File: config.mk
export PLATFORM = sky130hd
export DESIGN_NAME = ptfc_target_flat
export DESIGN_NICKNAME = d
export VERILOG_FILES = /design/src/design/ptfc_pkg.sv /design/src/design/ptfc_link_if.sv /design/src/design/ptfc_target.sv /design/src/flat_wrapper.sv
export SDC_FILE = /design/constraint.sdc
export NUM_CORES = 1
export LEC_CHECK = 0
export BUFFER_PORTS_ARGS = -buffer_cell sky130_fd_sc_hd__buf_2
export CAP_MARGIN = 20
export CORE_UTILIZATION = 56
export DETAILED_ROUTE_END_ITERATION = 10
export GPL_ROUTABILITY_DRIVEN = 0
export PLACE_DENSITY = 0.8
export SYNTH_ARGS = -nofsm -noshare
export SYNTH_HDL_FRONTEND = slang
export SYNTH_SLANG_ARGS = --single-unit
File: constraint.sdc
create_clock -name clk_sys_in -period 14.3 [get_ports clk_sys_in]
set_input_delay 2.86 -clock clk_sys_in [delete_from_list [all_inputs] [get_ports clk_sys_in]]
set_output_delay 2.86 -clock clk_sys_in [all_outputs]
set_load 0.01 [all_outputs]
File: src/design/ptfc_pkg.sv
// Purpose: Shared constants and types for the target link controller and its initiator.
// Assumes: One system clock of 40 MHz on both ends; 32-bit data.
// Notes: Register offsets are byte addresses on the APB side of the target.
package ptfc_pkg;
  // Register byte offsets.
  localparam logic [7:0] REG_TCTL = 8'h00;
  localparam logic [7:0] REG_TBL = 8'h04;
  localparam logic [7:0] REG_IO_SIZE = 8'h08;
  localparam logic [7:0] REG_IO_BASE = 8'h0c;
  localparam logic [7:0] REG_MEM_SIZE = 8'h10;
  localparam logic [7:0] REG_MEM_BASE = 8'h14;
  localparam logic [7:0] REG_CFG = 8'h18;
  localparam logic [7:0] REG_STAT = 8'h1c;
  // Field positions in the target control register.
  localparam int B_CACHE_DIS = 19;
  localparam int B_SB_DIS = 18;
  localparam int B_OB_OPT = 17;
  localparam int B_FD_SEL = 16;
  localparam int B_IN8 = 15;
  localparam int B_OUT8 = 14;
  localparam int B_OUT_RSV = 13;
  localparam int B_IN_RSV = 12;
  localparam int TBL_LSB = 4;
  // Values after reset.
  localparam logic [31:0] TCTL_RST = 32'h000c_c000;
  localparam logic [31:0] WORD_RST = 32'h0000_0000;
  // The reserved tail of every window is four doublewords.
  localparam logic [31:0] RSV_TAIL_BYTES = 32'h0000_0010;
  // Timing: link edges and clock rates.
  localparam int FIRST_DATA_EDGES = 16;
  localparam int MABORT_EDGES = 32;
  localparam int CLK_PERIOD_NS = 25;
  localparam int LINK_PERIOD_NS = 200;
  localparam int LINK_HALF_CYC = LINK_PERIOD_NS / (2 * CLK_PERIOD_NS);
  // Link commands.
  typedef enum logic [1:0] {
    CMD_MEM_RD = 2'h0,
    CMD_MEM_WR = 2'h1,
    CMD_IO_WR = 2'h2,
    CMD_CFG_WR = 2'h3
  } ptfc_cmd_type;
  // Ending of a transfer as seen by the initiator.
  typedef enum logic [1:0] {
    END_OK = 2'h0,
    END_RETRY = 2'h1,
    END_TABORT = 2'h2,
    END_MABORT = 2'h3
  } ptfc_end_type;
endpackage : ptfc_pkg

File: src/design/ptfc_link_if.sv
// Purpose: Carrier of the target link between initiator and target.
// Assumes: The initiator makes the link clock; each end samples every signal that the other end drives.
// Notes: Request is held until a response shows; response held until frame falls.
`timescale 1ns/1ps
interface ptfc_link_if;
  logic link_clk;
  logic frame;
  logic [1:0] cmd;
  logic [31:0] addr;
  logic [31:0] wdata;
  logic [31:0] rdata;
  logic trdy;
  logic stop;
  logic tabort;
  modport target (input link_clk, frame, cmd, addr, wdata,
                  output rdata, trdy, stop, tabort);
  modport initiator (output link_clk, frame, cmd, addr, wdata,
                     input rdata, trdy, stop, tabort);
endinterface : ptfc_link_if

File: src/design/ptfc_target.sv
// Purpose: Target end of the link: window decode, retry policy, queues, APB registers.
// Assumes: Link inputs are asynchronous; the link clock is sampled, not used as clock.
// Notes: APB answers with one wait state; unmapped offsets give pslverr.
//
// Local design decisions: register access over APB and the placing of the registers.
`timescale 1ns/1ps
module ptfc_target #(
  parameter int first_data_edges = ptfc_pkg::FIRST_DATA_EDGES
) (
  input wire logic clk_sys_in,
  input wire logic resetn_in,
  input wire logic psel_in,
  input wire logic penable_in,
  input wire logic pwrite_in,
  input wire logic [7:0] paddr_in,
  input wire logic [31:0] pwdata_in,
  output logic [31:0] prdata_out,
  output logic pready_out,
  output logic pslverr_out,
  input wire logic ob_valid_in,
  input wire logic [31:0] ob_data_in,
  output logic ob_ready_out,
  output logic ib_valid_out,
  output logic [31:0] ib_data_out,
  input wire logic ib_ready_in,
  ptfc_link_if.target lnk
);
  typedef enum logic [1:0] {
    S_IDLE = 2'h0,
    S_WAIT = 2'h1,
    S_ANSWER = 2'h2,
    S_HOLD = 2'h3
  } ptfc_tst_type;

  // The edge counter must be able to reach its limit.
  if (first_data_edges < 1 || first_data_edges > 255) begin : g_bad_edges
    $error("first_data_edges out of range");
  end

  logic [31:0] tctl, target_burst_length, io_size, io_base, mem_size, mem_base, cfg;
  logic [31:0] next_tctl, next_tbl, next_io_size, next_io_base;
  logic [31:0] next_mem_size, next_mem_base, next_cfg;
  logic [31:0] next_prdata;
  logic next_pready, next_pslverr;
  logic [67:0] s1, s2, s3, filt, next_filt;
  logic lclk_prev;
  ptfc_tst_type st, next_st;
  logic [31:0] sh_tctl, next_sh_tctl;
  logic [7:0] cnt, next_cnt;
  logic [2:0] pend, next_pend, resp, next_resp;
  logic [31:0] rdata, next_rdata;
  logic ob_valid, next_ob_valid;
  logic [31:0] ob_data, next_ob_data;
  logic [31:0] ib_mem [0:1];
  logic [31:0] next_ib_mem [0:1];
  logic ib_wp, ib_rp, next_ib_wp, next_ib_rp;
  logic [1:0] ib_cnt, next_ib_cnt;
  logic link_edge, f_frame;
  logic [1:0] f_cmd;
  logic [31:0] f_addr, f_wdata;
  logic cfg_wr, ib_push, ob_give;
  logic conflict;
  logic apb_wr;

  // Three-stage sampling; a bit changes once stages two and three agree.
  assign next_filt = (~(s2 ^ s3) & s3) | ((s2 ^ s3) & filt);
  assign f_frame = filt[66];
  assign f_cmd = filt[65:64];
  assign f_addr = filt[63:32];
  assign f_wdata = filt[31:0];
  assign link_edge = filt[67] & ~lclk_prev;

  always_ff @(posedge clk_sys_in or negedge resetn_in) begin
    if (!resetn_in) begin
      s1 <= '0;
      s2 <= '0;
      s3 <= '0;
      filt <= '0;
      lclk_prev <= 1'b0;
    end else begin
      s1 <= {lnk.link_clk, lnk.frame, lnk.cmd, lnk.addr, lnk.wdata};
      s2 <= s1;
      s3 <= s2;
      filt <= next_filt;
      lclk_prev <= filt[67];
    end
  end

  // Software writes on the edge at which pready is seen high.
  assign apb_wr = psel_in & penable_in & pready_out & pwrite_in;

  // Misconfigurations that software must avoid are reported, not corrected.
  always_comb begin
    conflict = 1'b0;
    if (!tctl[ptfc_pkg::B_CACHE_DIS] && !tctl[ptfc_pkg::B_SB_DIS]) begin
      conflict = 1'b1;
    end
    // A sixteen-doubleword burst clashes with the option bit and with bit 18 alike.
    if ((target_burst_length[7:6] == 2'b01 || (target_burst_length[7] && target_burst_length[5])) &&
        (tctl[ptfc_pkg::B_OB_OPT] || tctl[ptfc_pkg::B_SB_DIS])) begin
      conflict = 1'b1;
    end
    if (!tctl[ptfc_pkg::B_IN8] || !tctl[ptfc_pkg::B_OUT8]) begin
      conflict = 1'b1;
    end
  end

  // Register file and APB read path.
  always_comb begin
    next_tctl = tctl;
    next_tbl = target_burst_length;
    next_io_size = io_size;
    next_io_base = io_base;
    next_mem_size = mem_size;
    next_mem_base = mem_base;
    next_cfg = cfg;
    next_pready = psel_in & penable_in & ~pready_out;
    next_pslverr = 1'b0;
    next_prdata = 32'h0000_0000;
    if (cfg_wr) begin
      next_cfg = f_wdata;
    end
    if (apb_wr) begin
      if (paddr_in == ptfc_pkg::REG_TCTL) begin
        next_tctl = pwdata_in;
      end else if (paddr_in == ptfc_pkg::REG_TBL) begin
        next_tbl = {24'h000000, pwdata_in[7:0]};
      end else if (paddr_in == ptfc_pkg::REG_IO_SIZE) begin
        next_io_size = pwdata_in;
      end else if (paddr_in == ptfc_pkg::REG_IO_BASE) begin
        next_io_base = pwdata_in;
      end else if (paddr_in == ptfc_pkg::REG_MEM_SIZE) begin
        next_mem_size = pwdata_in;
      end else if (paddr_in == ptfc_pkg::REG_MEM_BASE) begin
        next_mem_base = pwdata_in;
      end else if (paddr_in == ptfc_pkg::REG_CFG) begin
        next_cfg = pwdata_in;
      end
    end
    if (next_pready) begin
      if (paddr_in == ptfc_pkg::REG_TCTL) begin
        next_prdata = tctl;
      end else if (paddr_in == ptfc_pkg::REG_TBL) begin
        next_prdata = target_burst_length;
      end else if (paddr_in == ptfc_pkg::REG_IO_SIZE) begin
        next_prdata = io_size;
      end else if (paddr_in == ptfc_pkg::REG_IO_BASE) begin
        next_prdata = io_base;
      end else if (paddr_in == ptfc_pkg::REG_MEM_SIZE) begin
        next_prdata = mem_size;
      end else if (paddr_in == ptfc_pkg::REG_MEM_BASE) begin
        next_prdata = mem_base;
      end else if (paddr_in == ptfc_pkg::REG_CFG) begin
        next_prdata = cfg;
      end else if (paddr_in == ptfc_pkg::REG_STAT) begin
        next_prdata = {26'h0000000, conflict, st != S_IDLE, ob_valid, 1'b0, ib_cnt};
      end else begin
        next_pslverr = 1'b1;
      end
    end
  end

  always_ff @(posedge clk_sys_in or negedge resetn_in) begin
    if (!resetn_in) begin
      tctl <= ptfc_pkg::TCTL_RST;
      target_burst_length <= ptfc_pkg::WORD_RST;
      io_size <= ptfc_pkg::WORD_RST;
      io_base <= ptfc_pkg::WORD_RST;
      mem_size <= ptfc_pkg::WORD_RST;
      mem_base <= ptfc_pkg::WORD_RST;
      cfg <= ptfc_pkg::WORD_RST;
      prdata_out <= 32'h0000_0000;
      pready_out <= 1'b0;
      pslverr_out <= 1'b0;
    end else begin
      tctl <= next_tctl;
      target_burst_length <= next_tbl;
      io_size <= next_io_size;
      io_base <= next_io_base;
      mem_size <= next_mem_size;
      mem_base <= next_mem_base;
      cfg <= next_cfg;
      prdata_out <= next_prdata;
      pready_out <= next_pready;
      pslverr_out <= next_pslverr;
    end
  end

  // Window decode. A base written before its size decodes against a stale mask.
  logic mem_hit, io_hit, mem_rsv, io_rsv;
  assign mem_hit = (mem_size != 32'h0) && ((f_addr & ~(mem_size - 32'h1)) == mem_base);
  assign io_hit = (io_size != 32'h0) && ((f_addr & ~(io_size - 32'h1)) == io_base);
  assign mem_rsv = (f_addr & (mem_size - 32'h1)) >= (mem_size - ptfc_pkg::RSV_TAIL_BYTES);
  assign io_rsv = (f_addr & (io_size - 32'h1)) >= (io_size - ptfc_pkg::RSV_TAIL_BYTES);

  // Transaction machine. Pend holds {tabort, stop, trdy} for the next answer.
  always_comb begin
    next_st = st;
    next_sh_tctl = sh_tctl;
    next_cnt = cnt;
    next_pend = pend;
    next_resp = resp;
    next_rdata = rdata;
    cfg_wr = 1'b0;
    ib_push = 1'b0;
    ob_give = 1'b0;
    case (st)
      S_IDLE: begin
        next_sh_tctl = tctl;
        if (link_edge && f_frame) begin
          next_st = S_ANSWER;
          if (f_cmd == ptfc_pkg::CMD_CFG_WR) begin
            cfg_wr = 1'b1;
            next_pend = 3'b001;
          end else if (f_cmd == ptfc_pkg::CMD_MEM_RD && mem_hit) begin
            if (mem_rsv && !sh_tctl[ptfc_pkg::B_OUT_RSV]) begin
              next_pend = 3'b100;
            end else if (ob_valid) begin
              ob_give = 1'b1;
            end else if (sh_tctl[ptfc_pkg::B_FD_SEL]) begin
              next_st = S_WAIT;
              next_cnt = 8'h00;
            end else begin
              next_pend = 3'b010;
            end
          end else if ((f_cmd == ptfc_pkg::CMD_MEM_WR && mem_hit) ||
                       (f_cmd == ptfc_pkg::CMD_IO_WR && io_hit)) begin
            if (((f_cmd == ptfc_pkg::CMD_MEM_WR) ? mem_rsv : io_rsv) &&
                !sh_tctl[ptfc_pkg::B_IN_RSV]) begin
              next_pend = 3'b100;
            end else if (ib_cnt != 2'h2) begin
              ib_push = 1'b1;
              next_pend = {1'b0, ~sh_tctl[ptfc_pkg::B_IN8], 1'b1};
            end else begin
              next_pend = 3'b010;
            end
          end else begin
            next_st = S_IDLE; // No claim: the initiator ends it by master-abort.
          end
        end
      end
      S_WAIT: begin
        if (ob_valid) begin
          ob_give = 1'b1;
          next_st = S_ANSWER;
        end else if (link_edge) begin
          next_cnt = cnt + 8'h01;
          if (cnt == 8'(first_data_edges - 1)) begin
            next_pend = 3'b010;
            next_st = S_ANSWER;
          end
        end
      end
      S_ANSWER: begin
        next_resp = pend;
        next_st = S_HOLD;
      end
      S_HOLD: begin
        if (link_edge && !f_frame) begin
          next_resp = 3'b000;
          next_st = S_IDLE;
        end
      end
      default: begin
        next_st = S_IDLE;
      end
    endcase
    if (ob_give) begin
      next_rdata = ob_data;
      // Disconnect with data when single burst is on or the eight-word option is off.
      next_pend = {1'b0, ~sh_tctl[ptfc_pkg::B_SB_DIS] | ~sh_tctl[ptfc_pkg::B_OUT8],
                   1'b1};
    end
  end

  // Outbound entry: a cached entry is served again until a read with caching disabled consumes it.
  always_comb begin
    next_ob_valid = ob_valid;
    next_ob_data = ob_data;
    if (ob_give && sh_tctl[ptfc_pkg::B_CACHE_DIS]) begin
      next_ob_valid = 1'b0;
    end
    if (ob_valid_in && ob_ready_out) begin
      next_ob_valid = 1'b1;
      next_ob_data = ob_data_in;
    end
  end

  // Two-entry inbound buffer; a full buffer turns link writes into retries.
  logic ib_pop;
  assign ib_pop = ib_valid_out & ib_ready_in;
  always_comb begin
    next_ib_mem = ib_mem;
    next_ib_wp = ib_wp;
    next_ib_rp = ib_rp;
    next_ib_cnt = ib_cnt;
    if (ib_push) begin
      next_ib_mem[ib_wp] = f_wdata;
      next_ib_wp = ~ib_wp;
    end
    if (ib_pop) begin
      next_ib_rp = ~ib_rp;
    end
    next_ib_cnt = ib_cnt + {1'b0, ib_push} - {1'b0, ib_pop};
  end

  always_ff @(posedge clk_sys_in or negedge resetn_in) begin
    if (!resetn_in) begin
      st <= S_IDLE;
      sh_tctl <= ptfc_pkg::TCTL_RST;
      cnt <= 8'h00;
      pend <= 3'b000;
      resp <= 3'b000;
      rdata <= 32'h0000_0000;
      ob_valid <= 1'b0;
      ob_data <= 32'h0000_0000;
      ob_ready_out <= 1'b0;
      ib_mem[0] <= 32'h0000_0000;
      ib_mem[1] <= 32'h0000_0000;
      ib_wp <= 1'b0;
      ib_rp <= 1'b0;
      ib_cnt <= 2'h0;
      ib_valid_out <= 1'b0;
      ib_data_out <= 32'h0000_0000;
    end else begin
      st <= next_st;
      sh_tctl <= next_sh_tctl;
      cnt <= next_cnt;
      pend <= next_pend;
      resp <= next_resp;
      rdata <= next_rdata;
      ob_valid <= next_ob_valid;
      ob_data <= next_ob_data;
      ob_ready_out <= ~next_ob_valid;
      ib_mem <= next_ib_mem;
      ib_wp <= next_ib_wp;
      ib_rp <= next_ib_rp;
      ib_cnt <= next_ib_cnt;
      ib_valid_out <= next_ib_cnt != 2'h0;
      ib_data_out <= next_ib_mem[next_ib_rp];
    end
  end

  // Link outputs come straight from flip-flops.
  assign lnk.rdata = rdata;
  assign lnk.trdy = resp[0];
  assign lnk.stop = resp[1];
  assign lnk.tabort = resp[2];
endmodule : ptfc_target

File: src/flat_wrapper.sv
// flat-port wrapper written by rule: the top's interface ports become plain ports
module ptfc_target_flat 
#(
  parameter int first_data_edges = ptfc_pkg::FIRST_DATA_EDGES
)
  (clk_sys_in, resetn_in, psel_in, penable_in, pwrite_in, paddr_in, pwdata_in, prdata_out, pready_out, pslverr_out, ob_valid_in, ob_data_in, ob_ready_out, ib_valid_out, ib_data_out, ib_ready_in, lnk_link_clk, lnk_frame, lnk_cmd, lnk_addr, lnk_wdata, lnk_rdata, lnk_trdy, lnk_stop, lnk_tabort);
  ptfc_link_if lnk_i ();
  input wire logic clk_sys_in;
  input wire logic resetn_in;
  input wire logic psel_in;
  input wire logic penable_in;
  input wire logic pwrite_in;
  input wire logic [7:0] paddr_in;
  input wire logic [31:0] pwdata_in;
  output logic [31:0] prdata_out;
  output logic pready_out;
  output logic pslverr_out;
  input wire logic ob_valid_in;
  input wire logic [31:0] ob_data_in;
  output logic ob_ready_out;
  output logic ib_valid_out;
  output logic [31:0] ib_data_out;
  input wire logic ib_ready_in;
  input wire logic [$bits(lnk_i.link_clk)-1:0] lnk_link_clk;
  input wire logic [$bits(lnk_i.frame)-1:0] lnk_frame;
  input wire logic [$bits(lnk_i.cmd)-1:0] lnk_cmd;
  input wire logic [$bits(lnk_i.addr)-1:0] lnk_addr;
  input wire logic [$bits(lnk_i.wdata)-1:0] lnk_wdata;
  output wire logic [$bits(lnk_i.rdata)-1:0] lnk_rdata;
  output wire logic [$bits(lnk_i.trdy)-1:0] lnk_trdy;
  output wire logic [$bits(lnk_i.stop)-1:0] lnk_stop;
  output wire logic [$bits(lnk_i.tabort)-1:0] lnk_tabort;
  assign lnk_i.link_clk = lnk_link_clk;
  assign lnk_i.frame = lnk_frame;
  assign lnk_i.cmd = lnk_cmd;
  assign lnk_i.addr = lnk_addr;
  assign lnk_i.wdata = lnk_wdata;
  assign lnk_rdata = lnk_i.rdata;
  assign lnk_trdy = lnk_i.trdy;
  assign lnk_stop = lnk_i.stop;
  assign lnk_tabort = lnk_i.tabort;
  ptfc_target #(.first_data_edges(first_data_edges)) u_core (.clk_sys_in(clk_sys_in), .resetn_in(resetn_in), .psel_in(psel_in), .penable_in(penable_in), .pwrite_in(pwrite_in), .paddr_in(paddr_in), .pwdata_in(pwdata_in), .prdata_out(prdata_out), .pready_out(pready_out), .pslverr_out(pslverr_out), .ob_valid_in(ob_valid_in), .ob_data_in(ob_data_in), .ob_ready_out(ob_ready_out), .ib_valid_out(ib_valid_out), .ib_data_out(ib_data_out), .ib_ready_in(ib_ready_in), .lnk(lnk_i));
endmodule
==> results of run 1 <==
==> Yosys cell counts (9+ instances only) <==
cell type,count,area share (%)
dfrtp_1,689,54
mux2_2,304,11
nand2_1,190,2.2
o21ai_0,109,1.7
clkbuf_1,108,1.3
nor2_1,98,1.2
xnor2_1,79,2.2
ha_1,68,2.7
maj3_1,68,2.1
inv_1,62,0.73
nor3_1,57,0.89
mux2i_1,56,1.8
nand3_1,49,0.77
nor4_1,45,0.88
a21oi_1,42,0.66
xor2_1,39,1.1
nand4_1,38,0.74
o32a_1,34,1.1
a222oi_1,31,0.97
o221a_1,29,1.0
nor2b_1,28,0.55
or4_1,28,0.66
a22oi_1,26,0.61
nand2b_1,24,0.47
and2_1,18,0.35
mux2_1,18,0.63
o31ai_1,17,0.40
a211oi_1,16,0.38
a21boi_0,16,0.38
and3_1,16,0.31
or3_1,16,0.31
buf_1,13,0.15
buf_2,11,0.17
a31oi_1,10,0.20
and4_1,10,0.27
buf_4,9,0.21
buf_6,9,0.32
or2_2,9,0.18
==> state kept, by name, indices dropped and copies added (netlist names), 64 cells and up, named ones only <==
signal         cells
u_core.s2         68
u_core.s1         68
u_core.ib_mem     64
u_core.s3         68
==> routing by layer <==
metal	vias to the layer above	GRT usage, %	part of all wire [%]
li1	10112	-	-
met1	11996	43.6	38
met2	1599	49.1	44
met3	427	7.86	11
met4	6	19.2	6.7
met5	-	0	0.044
==> final cells by class <==
class	count	area, µm²	area share, %
multi-input combinational	1732	13600	37.5
tap	756	946	2.60
clock buffer	101	2070	5.71
sequential	697	17500	48.1
clock inverter	29	390	1.08
timing repair buffer	285	1610	4.43
inverter	63	236	0.651
==> per-stage QoR <==
step	power (mW)	utilization (%)	area (µm²)	hold slack, ns	instances
2_1_floorplan	2.80	-	31900	0.331	2644
3_3_place_gp	3.10	59.8	33700	0.332	3527
3_5_place_dp	3.17	60.0	33800	0.335	3530
4_1_cts	5.12	64.3	36300	0.334	3660
5_1_grt	5.29	64.4	36300	0.351	3663
6_report	5.10	64.4	36300	0.340	3663
==> logic make-up (layout without fill, tap and decap cells) <==
family / Yosys count / after routing / synth area share [%]
XOR/XNOR: 118 / 118 / 3.24
multiplexers: 380 / 380 / 13.2
AO/OA/AOI/OAI: 425 / 425 / 10.1
flip-flops: 697 / 697 / 54.6
adder cells (fa/ha/maj): 136 / 136 / 4.79
AND/OR/NAND/NOR: 673 / 673 / 11.1
buffers and inverters: 215 / 478 / 2.90
==> power by group through the flow <==
stage | Sequential, mW | Clock, mW | Combinational, mW
floorplan | 2.27 | 0 | 0.526
global placement | 2.33 | 0 | 0.771
detailed placement | 2.33 | 0 | 0.841
CTS | 2.30 | 1.96 | 0.852
global route | 2.32 | 2.04 | 0.929
finish | 2.31 | 1.93 | 0.859
==> path summary, 6_finish.rpt <==
| kind | from | endpoint | slack (ns) | cells after the start |
|---|---|---|---|---|
| min in group asynchronous | resetn_in | u_core.s1[52] | 2.24 | 1 |
| worst max register to register | u_core.io_size[0] | u_core.ib_data_out[2] | 7.17 | 21 |
| worst min-delay path | u_core.s1[48] | u_core.s2[48] | 0.34 | 0 |
| worst min register to register | u_core.s1[48] | u_core.s2[48] | 0.34 | 0 |
| max in group asynchronous | resetn_in | u_core.ib_mem[25] | 9.75 | 3 |
| worst max-delay path | u_core.io_size[0] | u_core.ib_data_out[2] | 7.17 | 21 |
==> cell usage in the layout (no fill, tap or decap), types with 30 or more instances in the layout <==
master	n
clkbuf_16	73
mux2i_1	56
o21ai_0	109
a222oi_1	31
buf_2	249
nor3_1	55
xor2_1	39
buf_4	30
o32a_1	34
nor2_1	96
ha_1	68
inv_1	62
nand4_1	38
nand3_1	49
maj3_1	68
a21oi_1	42
nor4_1	44
xnor2_1	78
nand2_1	187
dfrtp_1	689
mux2_2	304
==> worst max-delay path, cell delays in order, from the launching register on <==
cell and delay [ns]:
dfrtp_1 0.48, inv_1 0.15, ha_1 0.28, or3b_1 0.59, nor4_2 0.70, nand2_1 0.15
xnor2_1 0.15, and2_1 0.18, ha_1 0.33, nand4b_1 0.10, nor3_1 0.14, nand2_1 0.20
a211oi_1 0.58, nor3_1 0.17, a311oi_1 0.86, or4b_1 0.29, o32ai_4 0.08, buf_4 0.29
nor2_1 0.27, nand2_1 0.36, buf_16 0.31, o221a_1 0.28
==> flow_summary.ini, run 1 <==
[clocking]
tritoncts = built
cts_setup_buffers = 0
hold_buffers = 0
clock-sinks = 697
clock-root-buffer = clkbuf_16
cts_htree_levels = 3
cts_buffers = 73
clk_pin_slew_ns = 0.07
clock_latency_ns = 0.65
clockBufferDepth = 3
ctsResizeCount = 0

[power]
powerDensity_mw_per_mm2 = 140
internal_power_mw = 3.64
p_seq_share_pct = 45.3
swShare_pct = 28.6
p_leak_nw = 17.2
clkPwrFrac_pct = 37.9
p_sw_mw = 1.46
ir_worst_vdd_mv = 0.121
share_comb_of_total_power_pct = 16.8

[worst_hold_path]
hp-class = register to register

[floorplan]
die_h_um = 241
start_util_pct = 56.6
ios = 250
core_mm2 = 0.0564
die_area_mm2 = 0.0580
num_rows = 87
die_w_um = 241

[sta]
max_freq_ghz = 0.140
setup_violations = 0
setup_tns_ns = 0
fin_skew_ns = 0.0430
worst-slew-pin-transition_ns = 1.06
finalWorstSetupSlack_ns = 7.17
slew_headroom_pct = 28.6
fin_crit_sh_pct = 49.9
rsz0062_at_grt = no
drv_slew = 0
timing.final.crit_period_ns = 7.13
finalHoldViolCount = 0

[synth]
synth_seq_cells = 697
synth-async-reset-ratio_pct = 100
synthFlopType = dfrtp_1
syn-num-nets = 2859
ys_seq_area_share_pct = 54.6
post_synth.cell_area_avg_um2 = 12.1
synth_edf_count = 0
syn_inst = 2644
synth.distinct_cells = 96
syn_area_mm2 = 0.0319
yosys_warnings = 0

[detailed_routing]
drt-total-wl_um = 93700
drt_iter0_markers = 3306
wl_per_cell_um = 25.6
dr_total_vias = 24140
viasPerCell = 6.59
drcViolationCount = 0
first_pass_iters = 9
ant_nets = 0

[placement]
post-dp-hpwl_um = 65400
numPortBuffers = 249
pre_cts_ws_ns = 7.62

[setup_path]
arrival_ns = 7.65
path_max_fanout = 34
critPathRequiredTime_ns = 14.82
end_kind = register
start_kind = register
path_class = register to register

[finish]
area_growth_pct = 13.7
antenna_cells = 0
num-fill-cells = 4246
finish.net_count = 3067
drive_gt1_share_pct = 26.2

[global_routing]
grt_usage_pct = 32.8
grt_pass1_wl_um = 143000
grt_remaining_overflow = 0
first_global_vias = 23906
grt_max_degree = 192
grt_antenna_before_repair = 5

[job]
maxCapViolCount = 0

[run_status]
status = finished, final reports clean
Power figures use the tool's default switching activity.
==> run 2: changes to the inputs <==
- clock period: 14.3 -> 7.22 ns (I/O delays scaled with it)
==> flow_summary.ini, run 2 (same netlist as run 1, synthesis figures left out) <==
[sta]
whs_ns = 0.343
finalHoldViolCount = 0
max_freq_ghz = 0.152
setup_violations = 0
worst-slew-pin-transition_ns = 1.11
fin_crit_sh_pct = 91.4
setup_tns_ns = 0
rsz0062_at_grt = no
drv_slew = 0
timing.final.crit_period_ns = 6.60
slew_headroom_pct = 26.3
fin_skew_ns = 0.0422
finalWorstSetupSlack_ns = 0.622

[job]
maxCapViolCount = 0

[setup_path]
cp_slowest_cell = nor3b_1
ff2ff_path_depth = 22
arrival_ns = 7.13
slowest_delay_ns = 0.86
critPathRequiredTime_ns = 7.75
start_kind = register
end_kind = register
crit_chain = inv_1 > ha_1 > nor3b_1 > nand2_1 > buf_4 > nor4_1 > xnor2_1 > nor2b_1 > ha_1 > nand2_1 > nor3_1 > nand2_1 > a211oi_1 > nor3_1 > a311oi_2 > nor2_1 > o21ai_0 > inv_1 > ha_1 > xnor2_1 > xnor2_1 > or2_2
path_class = register to register
path_max_fanout = 9

[clocking]
cts_setup_buffers = 0
cts_htree_levels = 3
clock-root-buffer = clkbuf_16
cts_buffers = 72
tritoncts = built
clock-sinks = 697
clock_latency_ns = 0.67
hold_buffers = 0
clk_pin_slew_ns = 0.06
ctsResizeCount = 0
clockBufferDepth = 3

[detailed_routing]
first_pass_iters = 7
wl_per_cell_um = 25.2
dr_total_vias = 24004
ant_nets = 0
drcViolationCount = 0
drt_iter0_markers = 3501
drt-total-wl_um = 92500
viasPerCell = 6.55

[floorplan]
start_util_pct = 56.6
die_area_mm2 = 0.0580
ios = 250
die_w_um = 241
core_mm2 = 0.0564
die_h_um = 241
num_rows = 87

[finish]
final_cell_mix = 689 x dfrtp_1, 304 x mux2_2, 248 x buf_2
drive_gt1_share_pct = 26.3
area_growth_pct = 13.8
antenna_cells = 0
reg_top3 = u_core.s1: 68 flops, u_core.s2: 68 flops, u_core.s3: 68 flops
stdcell_area_mm2 = 0.0364
final_common_cell = dfrtp_1
finish.net_count = 3068
finalNonFillerCells = 3665

[global_routing]
use_met2_pct = 48.1
use_met3_pct = 8.29
grt_pass1_wl_um = 141000
busiest_layer = met2
grt_usage_pct = 32.2
first_global_vias = 23752
grt_antenna_before_repair = 2
grt_remaining_overflow = 0
grt_util_met1_pct = 42.7
grt_max_degree = 197

[run_status]
status = finished, final reports clean

[placement]
post_dp_cell_area_mm2 = 0.0338
post-dp-hpwl_um = 64400
numPortBuffers = 249
placedCellCount = 3533
pre_cts_ws_ns = 1.02

[power]
ir_worst_vdd_mv = 0.247
powerDensity_mw_per_mm2 = 277
p_leak_nw = 17.2

[worst_hold_path]
hp-class = register to register
hold_depth = 0
[run 2: changes by cell type in the layout (fill, tap and decap cells not counted), moves of 2 or more]
cell / previous run / this run
clkinv_16: 2 / 4
buf_16: 3 / 1
buf_4: 30 / 32
clkbuf_8: 14 / 20
clkinv_8: 3 / 0
clkinvlp_4: 4 / 2
clkinv_2: 11 / 6
clkinv_4: 0 / 3
[run 2: routing by layer]
layer,vias up,routed length (µm)
li1,10155,-
met1,11925,35600
met2,1540,41400
met3,382,9570
met4,2,5910
met5,-,13
[run 2: layout make-up]
class	count	area, µm²
fill	4270	20000
sequential	697	17500
multi-input combinational	1732	13600
clock buffer	106	2130
timing repair buffer	287	1600
tap	756	946
clock inverter	24	378
inverter	63	236
[run 2: power by group]
part	internal (mW)	switching [mW]
clock network	2.23	1.61
logic	0.715	0.948
registers	4.25	0.302
total	7.19	2.86
[run 2: worst max-delay path, delay by kind of cell, from the launching register on]
family | cells | cell delay (ns)
AND/OR/NAND/NOR | 10 | 2.58
adder cells (fa/ha/maj) | 3 | 0.80
buffers and inverters | 3 | 0.46
XOR/XNOR | 3 | 0.51
AO/OA/AOI/OAI | 3 | 1.66
flip-flops | 1 | 0.47
[run 2: path summary, 6_finish.rpt]
path | startpoint | endpoint | slack (ns)
worst max-delay path | u_core.io_size[4] | u_core.ib_valid_out | 0.62
worst min-delay path | u_core.s1[2] | u_core.s2[2] | 0.34
worst max register to register | u_core.io_size[4] | u_core.ib_valid_out | 0.62
worst min register to register | u_core.s1[2] | u_core.s2[2] | 0.34
max in group asynchronous | resetn_in | async pin | 4.85
min in group asynchronous | resetn_in | u_core.s2[61] | 0.85
[run 2: through the flow]
stage          utilization [%]  power, mW
2_1_floorplan                -       5.55
3_3_place_gp              59.9       6.14
3_5_place_dp              60.0       6.23
4_1_cts                   64.4       10.1
5_1_grt                   64.5       10.4
6_report                  64.5       10.1
